<file path="src/hw/ppe_pkg.sv">
// Purpose: shared constants and carriers for the bus parity and error block
// Assumes: single bus clock domain, 25 MHz nominal
// Notes:   status bit positions follow the register layout of the device
package ppe_pkg;
  // ===========================================================
  // bit positions
  localparam int unsigned SERR_EVT_BIT   = 13;  // event_status_register system error
  localparam int unsigned SERR_EN_BIT    = 8;   // config_command_status system error enable
  localparam int unsigned DPR_BIT        = 24;  // config_command_status data parity report
  localparam int unsigned SIG_SERR_BIT   = 30;  // config_command_status signalled system error
  localparam int unsigned PCS_MODE_BIT   = 23;  // operating_mode_register pcs select
  // ===========================================================
  // widths and timing
  localparam int unsigned AD_W           = 32;
  localparam int unsigned CBE_W          = 4;
  localparam int unsigned RESET_MIN_CYC  = 10;  // least reset hold, bus clocks
  localparam int unsigned SERR_DELAY_CYC = 2;   // address clock to system error
  localparam int unsigned SYNC_DEPTH     = 3;
  localparam int unsigned CLK_MHZ        = 25;
  // ===========================================================
  // carriers
  typedef struct packed {
    logic [AD_W-1:0]  ad;
    logic [CBE_W-1:0] cbe_n;
  } ppe_bus_word_t;

  typedef struct packed {
    logic addr_phase;   // an address was on the bus this clock
    logic data_phase;   // a data phase completed this clock
    logic we_source;    // this device drove ad/cbe in that phase
    logic master_read;  // device is master reading
    logic target_write; // device is target being written
    logic par_in;       // parity sampled one clock after the phase
  } ppe_phase_t;

  typedef struct packed {
    logic serr_evt;     // event status system error
    logic dpr;          // data parity report
    logic sig_serr;     // signalled system error
  } ppe_status_t;
endpackage

</file>
<file path="src/hw/ppe_core.sv">
// Purpose: bus parity generation, parity checking and error reporting
// Assumes: bus signals sampled on ref_clk rising edge; phase info from transaction engine
// Notes:   master halts after a data parity error as master reader until host clears system error
`timescale 1ns/10ps
// Contract
// RULE1 - drive even parity over 32 address/data and 4 command/byte-enable lines
// RULE2 - parity covers all lines in every phase, meaningful or not
// RULE3 - sample every bus signal on the rising bus clock edge
// RULE4 - master data parity error sets system error bit and data parity report bit
// RULE5 - after that error finish burst, stop, resume when host clears system error
// RULE6 - assert parity error pin on error as master reader or written target
// RULE7 - system holds reset low at least ten running bus clocks
// RULE8 - in reset all bus outputs float and open-drain signals release; code drives req_n high in reset, with no enable
// RULE9 - address parity error with enable set drives system error, sets signalled bit
// RULE10 - system error pin asserts two clocks after the failing address
// RULE11 - request output asserts low whenever the device needs the bus
// RULE12 - transmit enable shows activity; in pcs mode mirrors mac transmit activity
// RULE13 - address match output asserts when a packet passes address recognition
// RULE14 - collision input is synchronised since it changes asynchronously
// RULE15 - no idle logic relies on the recovered receive clock
// RULE16 - software clears status bits by writing one; interrupt then releases
// RULE17 - parity is driven one clock after the phase it covers
// RULE18 - parity and parity error driven only while this agent sources data; code drives parity error as master reader or written target
module ppe_core import ppe_pkg::*; #(
  parameter int unsigned AD_WIDTH = AD_W
) (
  // clock and reset
  input  wire logic          ref_clk,
  input  wire logic          rstn,
  // bus lines sampled from the pins
  input  wire ppe_bus_word_t bus_in,
  input  wire ppe_phase_t    phase,
  input  wire logic          par_oe_req,   // engine drives ad/cbe this phase
  input  wire logic          burst_done,   // current master burst finished
  input  wire logic          need_bus,     // engine wants ownership
  // software status controls
  input  wire logic          serr_en,      // config_command_status system error enable
  input  wire logic          clr_serr_evt, // write one to event_status_register system error
  input  wire logic          clr_dpr,      // write one to data parity report
  input  wire logic          clr_sig_serr, // write one to signalled system error
  // network side
  input  wire logic          pcs_mode,     // operating_mode_register pcs select
  input  wire logic          mac_tx_active,
  input  wire logic          addr_matched,
  input  wire logic          srl_collision_async,
  // bus outputs
  output logic               par_o,
  output logic               par_oe,
  output logic               perr_n_o,
  output logic               perr_oe,
  output logic               serr_n_o,
  output logic               serr_oe,
  output logic               req_n,
  // status and control
  output ppe_status_t        status,
  output logic               master_halt,
  output logic               irq_n,
  // network outputs
  output logic               phy_tx_en,
  output logic               rcv_match_o,
  output logic               collision_sync
);
  // ===========================================================
  // parity function
  function automatic logic even_par(input ppe_bus_word_t w);
    even_par = ^{w.ad, w.cbe_n};
  endfunction

  // ===========================================================
  // registers
  logic        par_ff, par_oe_ff;
  logic        perr_ff, serr_ff;
  logic [1:0]  apar_pipe_ff;
  logic        req_ff, halt_ff, pend_halt_ff;
  ppe_status_t stat_ff;
  logic        irq_ff, txen_ff, match_ff;
  logic        addr_q_ff, we_src_q_ff;
  ppe_bus_word_t word_q_ff;
  logic        mr_q_ff, tw_q_ff, dphase_q_ff;

  // ===========================================================
  // decode
  wire calc_par   = even_par(bus_in);                           // RULE1 RULE2
  wire par_bad    = (even_par(word_q_ff) != phase.par_in);
  wire apar_err   = addr_q_ff && !we_src_q_ff && par_bad;
  wire dpar_err   = dphase_q_ff && (mr_q_ff || tw_q_ff) && par_bad;
  wire m_dpar_err = dpar_err && mr_q_ff;
  wire serr_fire  = apar_pipe_ff[0] && serr_en;                 // RULE9
  wire nxt_req    = need_bus && !halt_ff;                       // RULE11 RULE5
  wire nxt_txen   = mac_tx_active;                              // RULE12

  // ===========================================================
  // phase capture, one clock behind the bus
  always_ff @(posedge ref_clk or negedge rstn) begin             // RULE3
    if (!rstn) begin
      word_q_ff   <= '0;
      addr_q_ff   <= 1'b0;
      dphase_q_ff <= 1'b0;
      we_src_q_ff <= 1'b0;
      mr_q_ff     <= 1'b0;
      tw_q_ff     <= 1'b0;
    end else begin
      word_q_ff   <= bus_in;
      addr_q_ff   <= phase.addr_phase;
      dphase_q_ff <= phase.data_phase;
      we_src_q_ff <= phase.we_source;
      mr_q_ff     <= phase.master_read;
      tw_q_ff     <= phase.target_write;
    end
  end

  // parity drive, one clock after the phase, only when sourcing
  always_ff @(posedge ref_clk or negedge rstn) begin
    if (!rstn) begin
      par_ff    <= 1'b0;
      par_oe_ff <= 1'b0;                                        // RULE8
    end else begin
      par_ff    <= calc_par;                                    // RULE17
      par_oe_ff <= par_oe_req;                                  // RULE18
    end
  end

  // parity error pin and system error pipeline
  always_ff @(posedge ref_clk or negedge rstn) begin
    if (!rstn) begin
      perr_ff      <= 1'b0;                                     // RULE8
      serr_ff      <= 1'b0;
      apar_pipe_ff <= '0;
    end else begin
      perr_ff      <= dpar_err;                                 // RULE6 RULE18
      apar_pipe_ff <= {1'b0, apar_err};
      serr_ff      <= serr_fire;                                // RULE10
    end
  end

  // status bits, set wins over clear
  always_ff @(posedge ref_clk or negedge rstn) begin
    if (!rstn) begin
      stat_ff <= '0;
    end else begin
      stat_ff.serr_evt <= m_dpar_err || (stat_ff.serr_evt && !clr_serr_evt); // RULE4 RULE16
      stat_ff.dpr      <= m_dpar_err || (stat_ff.dpr && !clr_dpr);           // RULE4
      stat_ff.sig_serr <= serr_fire || (stat_ff.sig_serr && !clr_sig_serr);  // RULE9
    end
  end

  // master halt: finish burst, then stop until system error cleared
  always_ff @(posedge ref_clk or negedge rstn) begin
    if (!rstn) begin
      pend_halt_ff <= 1'b0;
      halt_ff      <= 1'b0;
    end else begin
      if (m_dpar_err && !burst_done) begin
        pend_halt_ff <= 1'b1;
      end else if (burst_done) begin
        pend_halt_ff <= 1'b0;
      end
      if ((m_dpar_err || pend_halt_ff) && burst_done) begin      // RULE5
        halt_ff <= 1'b1;
      end else if (!stat_ff.serr_evt && !pend_halt_ff && !m_dpar_err) begin
        halt_ff <= 1'b0;
      end
    end
  end

  // request, interrupt and network indications
  always_ff @(posedge ref_clk or negedge rstn) begin
    if (!rstn) begin
      req_ff   <= 1'b0;
      irq_ff   <= 1'b0;
      txen_ff  <= 1'b0;
      match_ff <= 1'b0;
    end else begin
      req_ff   <= nxt_req;
      irq_ff   <= stat_ff.serr_evt;                             // RULE16
      txen_ff  <= nxt_txen;
      match_ff <= addr_matched;                                 // RULE13
    end
  end

  // collision synchroniser; no logic here runs on the receive clock
  ppe_sync u_clsn_sync (                                        // RULE14 RULE15
    .clk  (ref_clk),
    .rstn (rstn),
    .din  (srl_collision_async),
    .dout (collision_sync)
  );

  // ===========================================================
  // outputs
  assign par_o       = par_ff;
  assign par_oe      = par_oe_ff;
  assign perr_n_o    = 1'b0;
  assign perr_oe     = perr_ff;
  assign serr_n_o    = 1'b0;
  assign serr_oe     = serr_ff;
  assign req_n       = !req_ff;
  assign status      = stat_ff;
  assign master_halt = halt_ff;
  assign irq_n       = !irq_ff;
  assign phy_tx_en   = txen_ff;
  assign rcv_match_o = match_ff;

  // ===========================================================
  // assertions
  a_par_timing: assert property (@(posedge ref_clk) disable iff (!rstn) // RULE17
    par_oe_req |=> (par_o == $past(calc_par)))
    else $error("parity not driven one clock after phase");
  a_par_release: assert property (@(posedge ref_clk) disable iff (!rstn) // RULE18
    !par_oe_req |=> !par_oe)
    else $error("parity driven while not sourcing");
  a_serr_delay: assert property (@(posedge ref_clk) disable iff (!rstn) // RULE10
    (phase.addr_phase && !phase.we_source && serr_en ##1 par_bad && serr_en) |=> ##1 serr_oe)
    else $error("system error not two clocks after bad address");
  a_serr_gate: assert property (@(posedge ref_clk) disable iff (!rstn) // RULE9
    serr_oe |-> $past(serr_en))
    else $error("system error without enable");
  a_perr_pin: assert property (@(posedge ref_clk) disable iff (!rstn) // RULE6
    dpar_err |=> perr_oe)
    else $error("parity error pin missed");
  a_dpr_set: assert property (@(posedge ref_clk) disable iff (!rstn) // RULE4
    m_dpar_err |=> status.dpr && status.serr_evt)
    else $error("master parity status not set");
  a_halt_req: assert property (@(posedge ref_clk) disable iff (!rstn) // RULE5
    master_halt |=> req_n)
    else $error("request while halted");
  a_req_follow: assert property (@(posedge ref_clk) disable iff (!rstn) // RULE11
    (need_bus && !master_halt) |=> !req_n)
    else $error("request not asserted");
  a_txen_mirror: assert property (@(posedge ref_clk) disable iff (!rstn) // RULE12
    phy_tx_en == $past(mac_tx_active))
    else $error("transmit enable mismatch");
  a_irq_release: assert property (@(posedge ref_clk) disable iff (!rstn) // RULE16
    (status.serr_evt && clr_serr_evt && !m_dpar_err) |=> ##1 irq_n)
    else $error("interrupt not released");
  c_master_perr: cover property (@(posedge ref_clk) disable iff (!rstn) m_dpar_err);
  c_serr_pulse: cover property (@(posedge ref_clk) disable iff (!rstn) serr_oe);
  c_halt_resume: cover property (@(posedge ref_clk) disable iff (!rstn)
    master_halt ##[1:20] !master_halt);
endmodule

</file>
<file path="src/hw/ppe_sync.sv">
// Purpose: three flop synchroniser with agreement filter
// Assumes: input asynchronous to clk
// Notes:   first flop is read only by the second
`timescale 1ns/10ps
module ppe_sync import ppe_pkg::*; (
  // clock and reset
  input  wire logic clk,
  input  wire logic rstn,
  // data
  input  wire logic din,
  output logic      dout
);
  logic [SYNC_DEPTH-1:0] sh_ff;
  logic                  q_ff;
  wire                   agree = (sh_ff[1] == sh_ff[2]);

  // shift chain and filtered output
  always_ff @(posedge clk or negedge rstn) begin
    if (!rstn) begin
      sh_ff <= '0;
      q_ff  <= 1'b0;
    end else begin
      sh_ff <= {sh_ff[1:0], din};
      if (agree) begin
        q_ff <= sh_ff[2];
      end
    end
  end

  assign dout = q_ff;
endmodule

</file>
<file path="config.mk">
export PLATFORM = sky130hd
export DESIGN_NAME = ppe_core
export DESIGN_NICKNAME = d
export VERILOG_FILES = /design/src/hw/ppe_pkg.sv /design/src/hw/ppe_core.sv /design/src/hw/ppe_sync.sv
export SDC_FILE = /design/constraint.sdc
export NUM_CORES = 1
export LEC_CHECK = 0
export BUFFER_PORTS_ARGS = -buffer_cell sky130_fd_sc_hd__buf_2
export CAP_MARGIN = 20
export CORE_ASPECT_RATIO = 1.25
export CORE_MARGIN = 4
export CORE_UTILIZATION = 30
export CTS_BUF_LIST = sky130_fd_sc_hd__clkbuf_4 sky130_fd_sc_hd__clkbuf_8 sky130_fd_sc_hd__clkbuf_16
export DETAILED_ROUTE_END_ITERATION = 6
export GPL_TIMING_DRIVEN = 1
export MAX_ROUTING_LAYER = met4
export SETUP_SLACK_MARGIN = 0.3
export SLEW_MARGIN = 20
export SYNTH_ARGS = -nofsm -noshare
export SYNTH_HDL_FRONTEND = slang
export SYNTH_SLANG_ARGS = --single-unit
export TNS_END_PERCENT = 100
</file>
<file path="constraint.sdc">
create_clock -name ref_clk -period 2.4 [get_ports ref_clk]
set_input_delay 0 -clock ref_clk [delete_from_list [all_inputs] [get_ports ref_clk]]
set_output_delay 0 -clock ref_clk [all_outputs]
set_load 0.01 [all_outputs]
</file>
* Word level (Yosys, flattened, before mapping)
Cells that the tools add are included.
Word-level totals: register bits after elaboration 59, input bits 55, output and inout bits 15, logic and storage cells 63
Cells by class: eq/ne operators 2, mux-type cells 4, reductions and logical operators 34
Operator list (number):
- parity 36 bit | 2
- logical AND 1 bit | 14
- zero test 1 bit | 11
- logical OR 1 bit | 5
- two-way mux 1 bit | 4
- nonzero test 2 bit | 2
- equality test 1 bit | 1
- != test 1 bit | 1

* Logic depth before layout (Yosys ltp)
Gate-level depths: netlist of the first run.
word-level depth 8, depth in mapped cells 6, gate-level depth less buffers 6

* Hierarchy
Synthesis of the first run repeated with hierarchy kept, for this count alone.
Unflattened totals: cells, all modules 152, area, all modules 2263.4 µm²
Modules (own cells, without submodules):
- ppe_core | times used 1, cells an instance 147, area an instance 2152.1 µm², sequential area each 1376.3 µm²
- ppe_sync | times used 1, cells an instance 5, area an instance 111.4 µm², sequential area each 100.1 µm²

* Least setup slack after synthesis of the first run
Ideal clock, no wire load.
path type register to register, start reg word_q_ff[18] (netlist bit), end reg stat_ff, in the netlist status[1], setup time 136 ps, data arrival time 1624 ps, data required time 2264 ps, setup slack 640 ps, cell stages (with the launch flop) 7, buffers on the path 0, period minus slack after synthesis 1760 ps, cells stage by stage dfrtp_1 -> xnor3_1 -> xnor3_1 -> xnor3_1 -> and3_1 -> mux2i_2 -> o21ai_0
On the way: cells in the longest elaborated chain, start to end 5
Ends and longest elaborated chain:
- start, declared | RTL line ppe_core.sv:78 | ppe_bus_word_t word_q_ff;
- start signal, assigned | RTL line ppe_core.sv:103 | word_q_ff <= bus_in;
- parity 36 bit | RTL line ppe_core.sv:66 | even_par = ^{w.ad, w.cbe_n};
- != test 1 bit | RTL line ppe_core.sv:84 | wire par_bad = (even_par(word_q_ff) != phase.par_in);
- logical AND 1 bit | RTL line ppe_core.sv:86 | wire dpar_err = dphase_q_ff && (mr_q_ff || tw_q_ff) && par_bad;
- logical AND 1 bit | RTL line ppe_core.sv:87 | wire m_dpar_err = dpar_err && mr_q_ff;
- logical OR 1 bit | RTL line ppe_core.sv:142 | stat_ff.dpr <= m_dpar_err || (stat_ff.dpr && !clr_dpr);
- end, declared | RTL line ppe_core.sv:75 | ppe_status_t stat_ff;
Every way passes these cells. A chain may end at the register's enable or synchronous reset.

* Worst setup path after layout of the first run
start reg word_q_ff[14] (netlist bit), end reg stat_ff, in the netlist status[1]
Same word-level chain as after synthesis.

==> results.py, run 1 <==
metrics = {
    "clocking": {
        "cts.sinks": 59,
        "h-tree-depth": 3,
        "cts_root_buffer": "clkbuf_8",
        "cts.clk_slew.worst_paths_ps": 60,
        "worstSkewPairLatency_ps": 320,
        "cts_tree": "done",
        "cts_made_buffers": 9,
        "clock_path_buffers": 2,
    },
    "floorplanning": {
        "die_h_um": 105,
        "core_mm2": 0.00736,
        "rows": 35,
        "boundaryPins": 70,
        "die-area_mm2": 0.00900,
        "start_util_pct": 30.7,
        "fp.dieW_um": 85.7,
    },
    "sta": {
        "finalMaxSlewViolations": 0,
        "period_share_pct": 79.7,
        "tns_ps": 0,
        "slew_headroom_pct": 58.6,
        "whs_ps": 225,
        "setup_violations": 0,
        "grt_setup_unrepaired": "false",
        "clock_skew_ps": 8.24,
        "worstMarginPinSlew_ps": 622,
        "hold_viol_final": 0,
        "layout_setup_ws_ps": 487,
        "fmax_mhz": 523,
        "period_needed_ps": 1910,
    },
    "finish": {
        "fill_cells": 696,
        "synthToLayoutAreaGrowth_pct": 51.1,
        "layout_common_cells": "buf_2, dfrtp_1, xnor2_1",
        "drive_gt1_share_pct": 29.4,
        "stdcell_area_mm2": 0.00342,
        "fin_nets": 336,
        "largest-register": "word_q_ff",
        "antenna_cells": 0,
        "mostFrequentLayoutCell": "buf_2",
        "largest_reg_flops": 36,
        "post-route-util_pct": 46.4,
        "final_cells": 378,
    },
    "placed_design": {
        "dpl_cell_area_mm2": 0.00270,
        "port_buffers": 66,
        "dp_slack_ps": 396,
        "dp_hpwl_um": 2870,
        "finalWeightedCongestion": 0.664,
        "dp_cells": 310,
    },
    "synthesis": {
        "netlist_instances": 152,
        "yosysUniqueCellTypes": 18,
        "yosysSeqAreaShare_pct": 65.3,
        "syn_area_mm2": 0.00226,
        "netlist_top_cells_area": "dfrtp_1, xnor2_1, xnor3_1",
        "netlist.top_cell.by_area": "dfrtp_1",
        "synth_seq_cells": 59,
        "synth_top_area_share_pct": 65.3,
        "syn_avg_cell_area_um2": 14.9,
        "ys.warnings.count": 0,
    },
    "setup_path": {
        "cp_max_fo": 4,
        "worstPathRequired_ps": 2590,
        "crit_chain": "xor2_1, xnor2_1, xnor2_1, xnor3_1, mux2i_4, o21ai_0",
        "timing.critical_path.mode_cell": "xnor2_1",
        "cpPeakStageDelay_ps": 510,
        "setup.worst_path.class": "reg -> reg",
        "crit_path_start_kind": "flop",
        "end_kind": "flop",
        "cp_data_arrival_time_ps": 2110,
        "cpMaxStageDelayCell": "xnor3_1",
        "path_buf_inv": 0,
        "crit_family": "XOR/XNOR gates",
    },
    "grt": {
        "grt_usage_pct": 11.5,
        "grt_pass1_wl_um": 7540,
        "grt_pass1_vias": 1699,
        "globalRouteOverflowTotal": 0,
        "grt_max_degree": 33,
        "grt_antenna_before_repair": 0,
    },
    "routing": {
        "via_count": 1481,
        "wl_per_cell_um": 11.7,
        "totalWireLength_um": 4420,
        "final_antenna_net_count": 0,
        "firstDrtPassIters": 3,
        "drc": 0,
        "vias_per_cell": 3.92,
        "drt_iter0_drc": 66,
    },
    "power_and_ir_drop": {
        "p_per_area_mw_per_mm2": 791,
        "power.total_mw": 2.70,
        "vdd_drop_max_v": 0.000502,
        "leakage_nw": 1.57,
    },
    "run": {
        "max_cap_violations": 0,
    },
    "worst_hold_path": {
        "hp-class": "in -> async",
    },
    "outcome": {
        "outcome": "completed",
    },
}
[metal layers]
| layer | share of wire (%) | global-route usage (%) | vias to the layer above |
|---|---|---|---|
| li1 | - | - | 725 |
| met1 | 38 | 11.8 | 705 |
| met2 | 55 | 19.1 | 43 |
| met3 | 5.4 | 5.21 | 8 |
| met4 | 1.8 | 4.41 | 0 |
| met5 | 0 | - | - |
[repair_timing]
| item | CTS | global route |
|---|---|---|
| hold buffers | 52 | 0 |
| endpoints found under the hold margin | 79 | 0 |
| endpoints found under the setup margin | 0 | 2 |
| setup buffers | 0 | 0 |
| resized for setup | 0 | 1 |
[path summary, 6_finish.rpt]
| check | slack (ps) | start | depth (start not counted) | end |
|---|---|---|---|---|
| setup / recovery | 490 | word_q_ff[14] | 6 | status[1] |
| hold / removal | 230 | rstn | 2 | word_q_ff[22] |
| setup reg to reg | 490 | word_q_ff[14] | 6 | status[1] |
| hold reg to reg | 350 | u_clsn_sync.sh_ff[0] | 0 | u_clsn_sync.sh_ff[1] |
| max in group asynchronous | 1310 | rstn | 3 | status[0] |
| min in group ref_clk | 310 | mac_tx_active | 2 | phy_tx_en |
[worst register-to-register path: stages, from the launching register on]
cell and delay [ps]:
dfrtp_1 370, xor2_1 170, xnor2_1 200, xnor2_1 110, xnor3_1 510, mux2i_4 310, o21ai_0 120
[where the power goes]
part	internal (mW)	total, mW	switching [mW]
sequential	1.11	1.15	0.0461
combinational	0.408	0.729	0.322
clock	0.463	0.819	0.356
total	1.98	2.70	0.724
[cell families (layout without fill, tap and decap cells)]
| kind of cell | after synthesis | in the layout | synth area share, % |
|---|---|---|---|
| multiplexers | 1 | 1 | 0.608 |
| AND/OR/NAND/NOR | 8 | 8 | 1.83 |
| other | 1 | 2 | 0.166 |
| AO/OA/AOI/OAI | 7 | 7 | 1.66 |
| XOR/XNOR | 67 | 67 | 28.4 |
| flip-flops | 59 | 59 | 65.3 |
| buffers and inverters | 8 | 141 | 1.66 |
| adder cells (fa/ha/maj) | 1 | 1 | 0.442 |
[Yosys cell counts (all sizes together)]
cell type / count
inv: 6
xnor3: 4
o21ai: 3
nor2: 3
and3: 1
nor3b: 1
xor2: 6
and2: 1
nor2b: 1
dfrtp: 59
nand2: 1
xnor2: 57
a21oi: 3
maj3: 1
mux2i: 1
buf: 2
a21o: 1
conb: 1
[layout make-up]
type / instances / area, um2 / area share, %
clock inverter: 2 / 10.0 / 0.293
clock buffer: 14 / 174 / 5.09
tap: 92 / 115 / 3.37
inverter: 6 / 22.5 / 0.659
multi-input combinational: 86 / 761 / 22.3
sequential: 59 / 1480 / 43.2
timing repair buffer: 119 / 858 / 25.1
No activity file was read; power rests on OpenSTA's default activity.
==> run 2, diff against run 1 <==
Clock period 2.4 ns to 1.85 ns, I/O delays scaled along.
==> results.py, run 2 (synthesis gave the netlist of run 1 again) <==
metrics = {
    "finish": {
        "regArea_mm2": 0.00148,
        "antenna_cells": 0,
        "final_cells": 383,
        "fill_cells": 690,
        "layout_common_cells": "buf_2, dfrtp_1, xnor2_1",
        "stdcell_area_mm2": 0.00352,
        "synthToLayoutAreaGrowth_pct": 55.5,
        "fin_nets": 342,
        "largest-register": "word_q_ff",
        "largest_reg_flops": 36,
        "multi_input_area_um2": 805,
        "drive_gt1_share_pct": 32.0,
        "mostFrequentLayoutCell": "buf_2",
    },
    "sta": {
        "finalMaxSlewViolations": 0,
        "clock_skew_ps": 7.09,
        "tns_ps": 0,
        "hold_viol_final": 3,
        "period_needed_ps": 1840,
        "setup_violations": 0,
        "fmax_mhz": 544,
        "grt_setup_unrepaired": "true",
        "period_share_pct": 99.4,
        "whs_ps": -7.26,
    },
    "floorplanning": {
        "die-area_mm2": 0.00900,
        "fp.dieW_um": 85.7,
        "die_h_um": 105,
        "start_util_pct": 30.7,
        "boundaryPins": 70,
        "core_mm2": 0.00736,
        "rows": 35,
    },
    "placed_design": {
        "port_buffers": 66,
        "finalWeightedCongestion": 0.648,
        "dp_hpwl_um": 2970,
        "dpl_cell_area_mm2": 0.00272,
        "dp_cells": 312,
    },
    "routing": {
        "wl_met3_um": 213,
        "via_count": 1496,
        "drc": 0,
        "totalWireLength_um": 4430,
        "drt_iter0_drc": 25,
        "wl_per_cell_um": 11.6,
        "final_antenna_net_count": 0,
        "vias_per_cell": 3.91,
        "met2_length_um": 2440,
        "highest_layer": "met4",
        "routedLengthMet1_um": 1660,
        "firstDrtPassIters": 2,
    },
    "setup_path": {
        "r2r_setup_slack_ps": 10,
        "setup.worst_path.class": "reg -> reg",
        "ff2ff_path_depth": 6,
        "worstPathRequired_ps": 2090,
        "end_kind": "flop",
        "cp_data_arrival_time_ps": 2080,
        "crit_path_start_kind": "flop",
        "cp_max_fo": 2,
    },
    "clocking": {
        "cts_tree": "done",
        "cts_root_buffer": "clkbuf_8",
        "cts_made_buffers": 9,
        "cts.sinks": 59,
        "clock_path_buffers": 2,
        "h-tree-depth": 3,
        "cts.clk_slew.worst_paths_ps": 60,
        "worstSkewPairLatency_ps": 330,
    },
    "power_and_ir_drop": {
        "power.total_mw": 3.50,
        "swShare_pct": 27.0,
        "p_switching_mw": 0.944,
        "pwr-share-seq_pct": 42.9,
        "combPwrFrac_pct": 28.7,
        "vdd_drop_max_v": 0.000492,
        "clkPwrFrac_pct": 28.5,
        "intPower_mw": 2.55,
        "leakage_nw": 1.69,
        "p_per_area_mw_per_mm2": 994,
    },
    "grt": {
        "grt_usage_pct": 11.2,
        "grt_antenna_before_repair": 0,
        "globalRouteOverflowTotal": 0,
        "grt_pass1_wl_um": 7290,
        "grt_pass1_vias": 1632,
        "grt_max_degree": 23,
    },
    "outcome": {
        "outcome": "complete, but fails checks",
        "violations": "hold timing",
    },
    "run": {
        "max_cap_violations": 0,
    },
    "worst_hold_path": {
        "hp-class": "in -> reg",
        "holdPathStages": 2,
    },
}
==> run 2: cell count changes in the layout (fill, tap and decap cells not counted), sizes merged <==
cell / before / now
dlygate4sd3: 52 / 47
dlymetal6s4s: 0 / 8
clkinv: 2 / 3
buf: 67 / 70
clkbuf: 14 / 12
==> run 2: layout make-up <==
cell class                      count  share of cell area (%)
Inverter                            6                   0.640
Multi-Input combinational cell     86                    22.9
Tap cell                           92                    3.27
Clock inverter                      3                   0.427
Sequential cell                    59                    42.0
Clock buffer                       12                    4.34
Timing Repair Buffer              125                    26.5
==> run 2: repair_timing <==
| item | CTS | global route |
|---|---|---|
| pin swaps | 9 | 11 |
| gates resized for setup | 1 | 15 |
| setup endpoints to repair | 6 | 7 |
| buffers inserted | 0 | 1 |
| endpoints found under the hold margin | 69 | 3 |
| hold buffers | 52 | 3 |
==> run 2: final timing paths <==
kind	start	to
setup / recovery	word_q_ff[4]	apar_pipe_ff[0]
hold / removal	bus_in[7]	word_q_ff[7]
setup reg to reg	word_q_ff[4]	apar_pipe_ff[0]
hold reg to reg	u_clsn_sync.sh_ff[0]	u_clsn_sync.sh_ff[1]
max in group asynchronous	rstn	word_q_ff[14]
min in group asynchronous	rstn	par_oe
==> run 2: layer usage <==
metal  vias up  track usage, %
met3         7            3.55
met2        42            18.6
li1        737               -
met5         -               -
met1       710            11.5
met4         0            6.11
==> run 2: power by group through the flow <==
stage | Combinational [mW] | Clock, mW | Sequential [mW]
2_1_floorplan | 0.562 | 0 | 1.55
3_3_place_gp | 0.862 | 0 | 1.52
3_5_place_dp | 0.875 | 0 | 1.52
4_1_cts | 0.964 | 1.04 | 1.50
5_1_grt | 1.11 | 1.09 | 1.52
6_report | 1.00 | 0.995 | 1.50
==> run 2: metrics by stage <==
| stage | hold slack [ps] | worst slack (ps) | util (%) |
|---|---|---|---|
| 3_3_place_gp | -47.7 | -70.7 | 37.0 |
| 4_1_cts | 131 | -68.7 | 46.4 |
| 3_5_place_dp | -36.4 | -109 | 37.0 |
| 2_1_floorplan | -296 | 142 | - |
| 5_1_grt | 0.970 | -139 | 47.8 |
| 6_report | -7.26 | 10.7 | 47.8 |
==> run 2: worst max-delay path, stage by stage (launching register included) <==
cell,delay (ps)
dfrtp_1,390
xnor2_2,140
xnor2_1,180
xnor2_1,150
xnor3_2,500
xnor2_1,180
nor3b_2,210
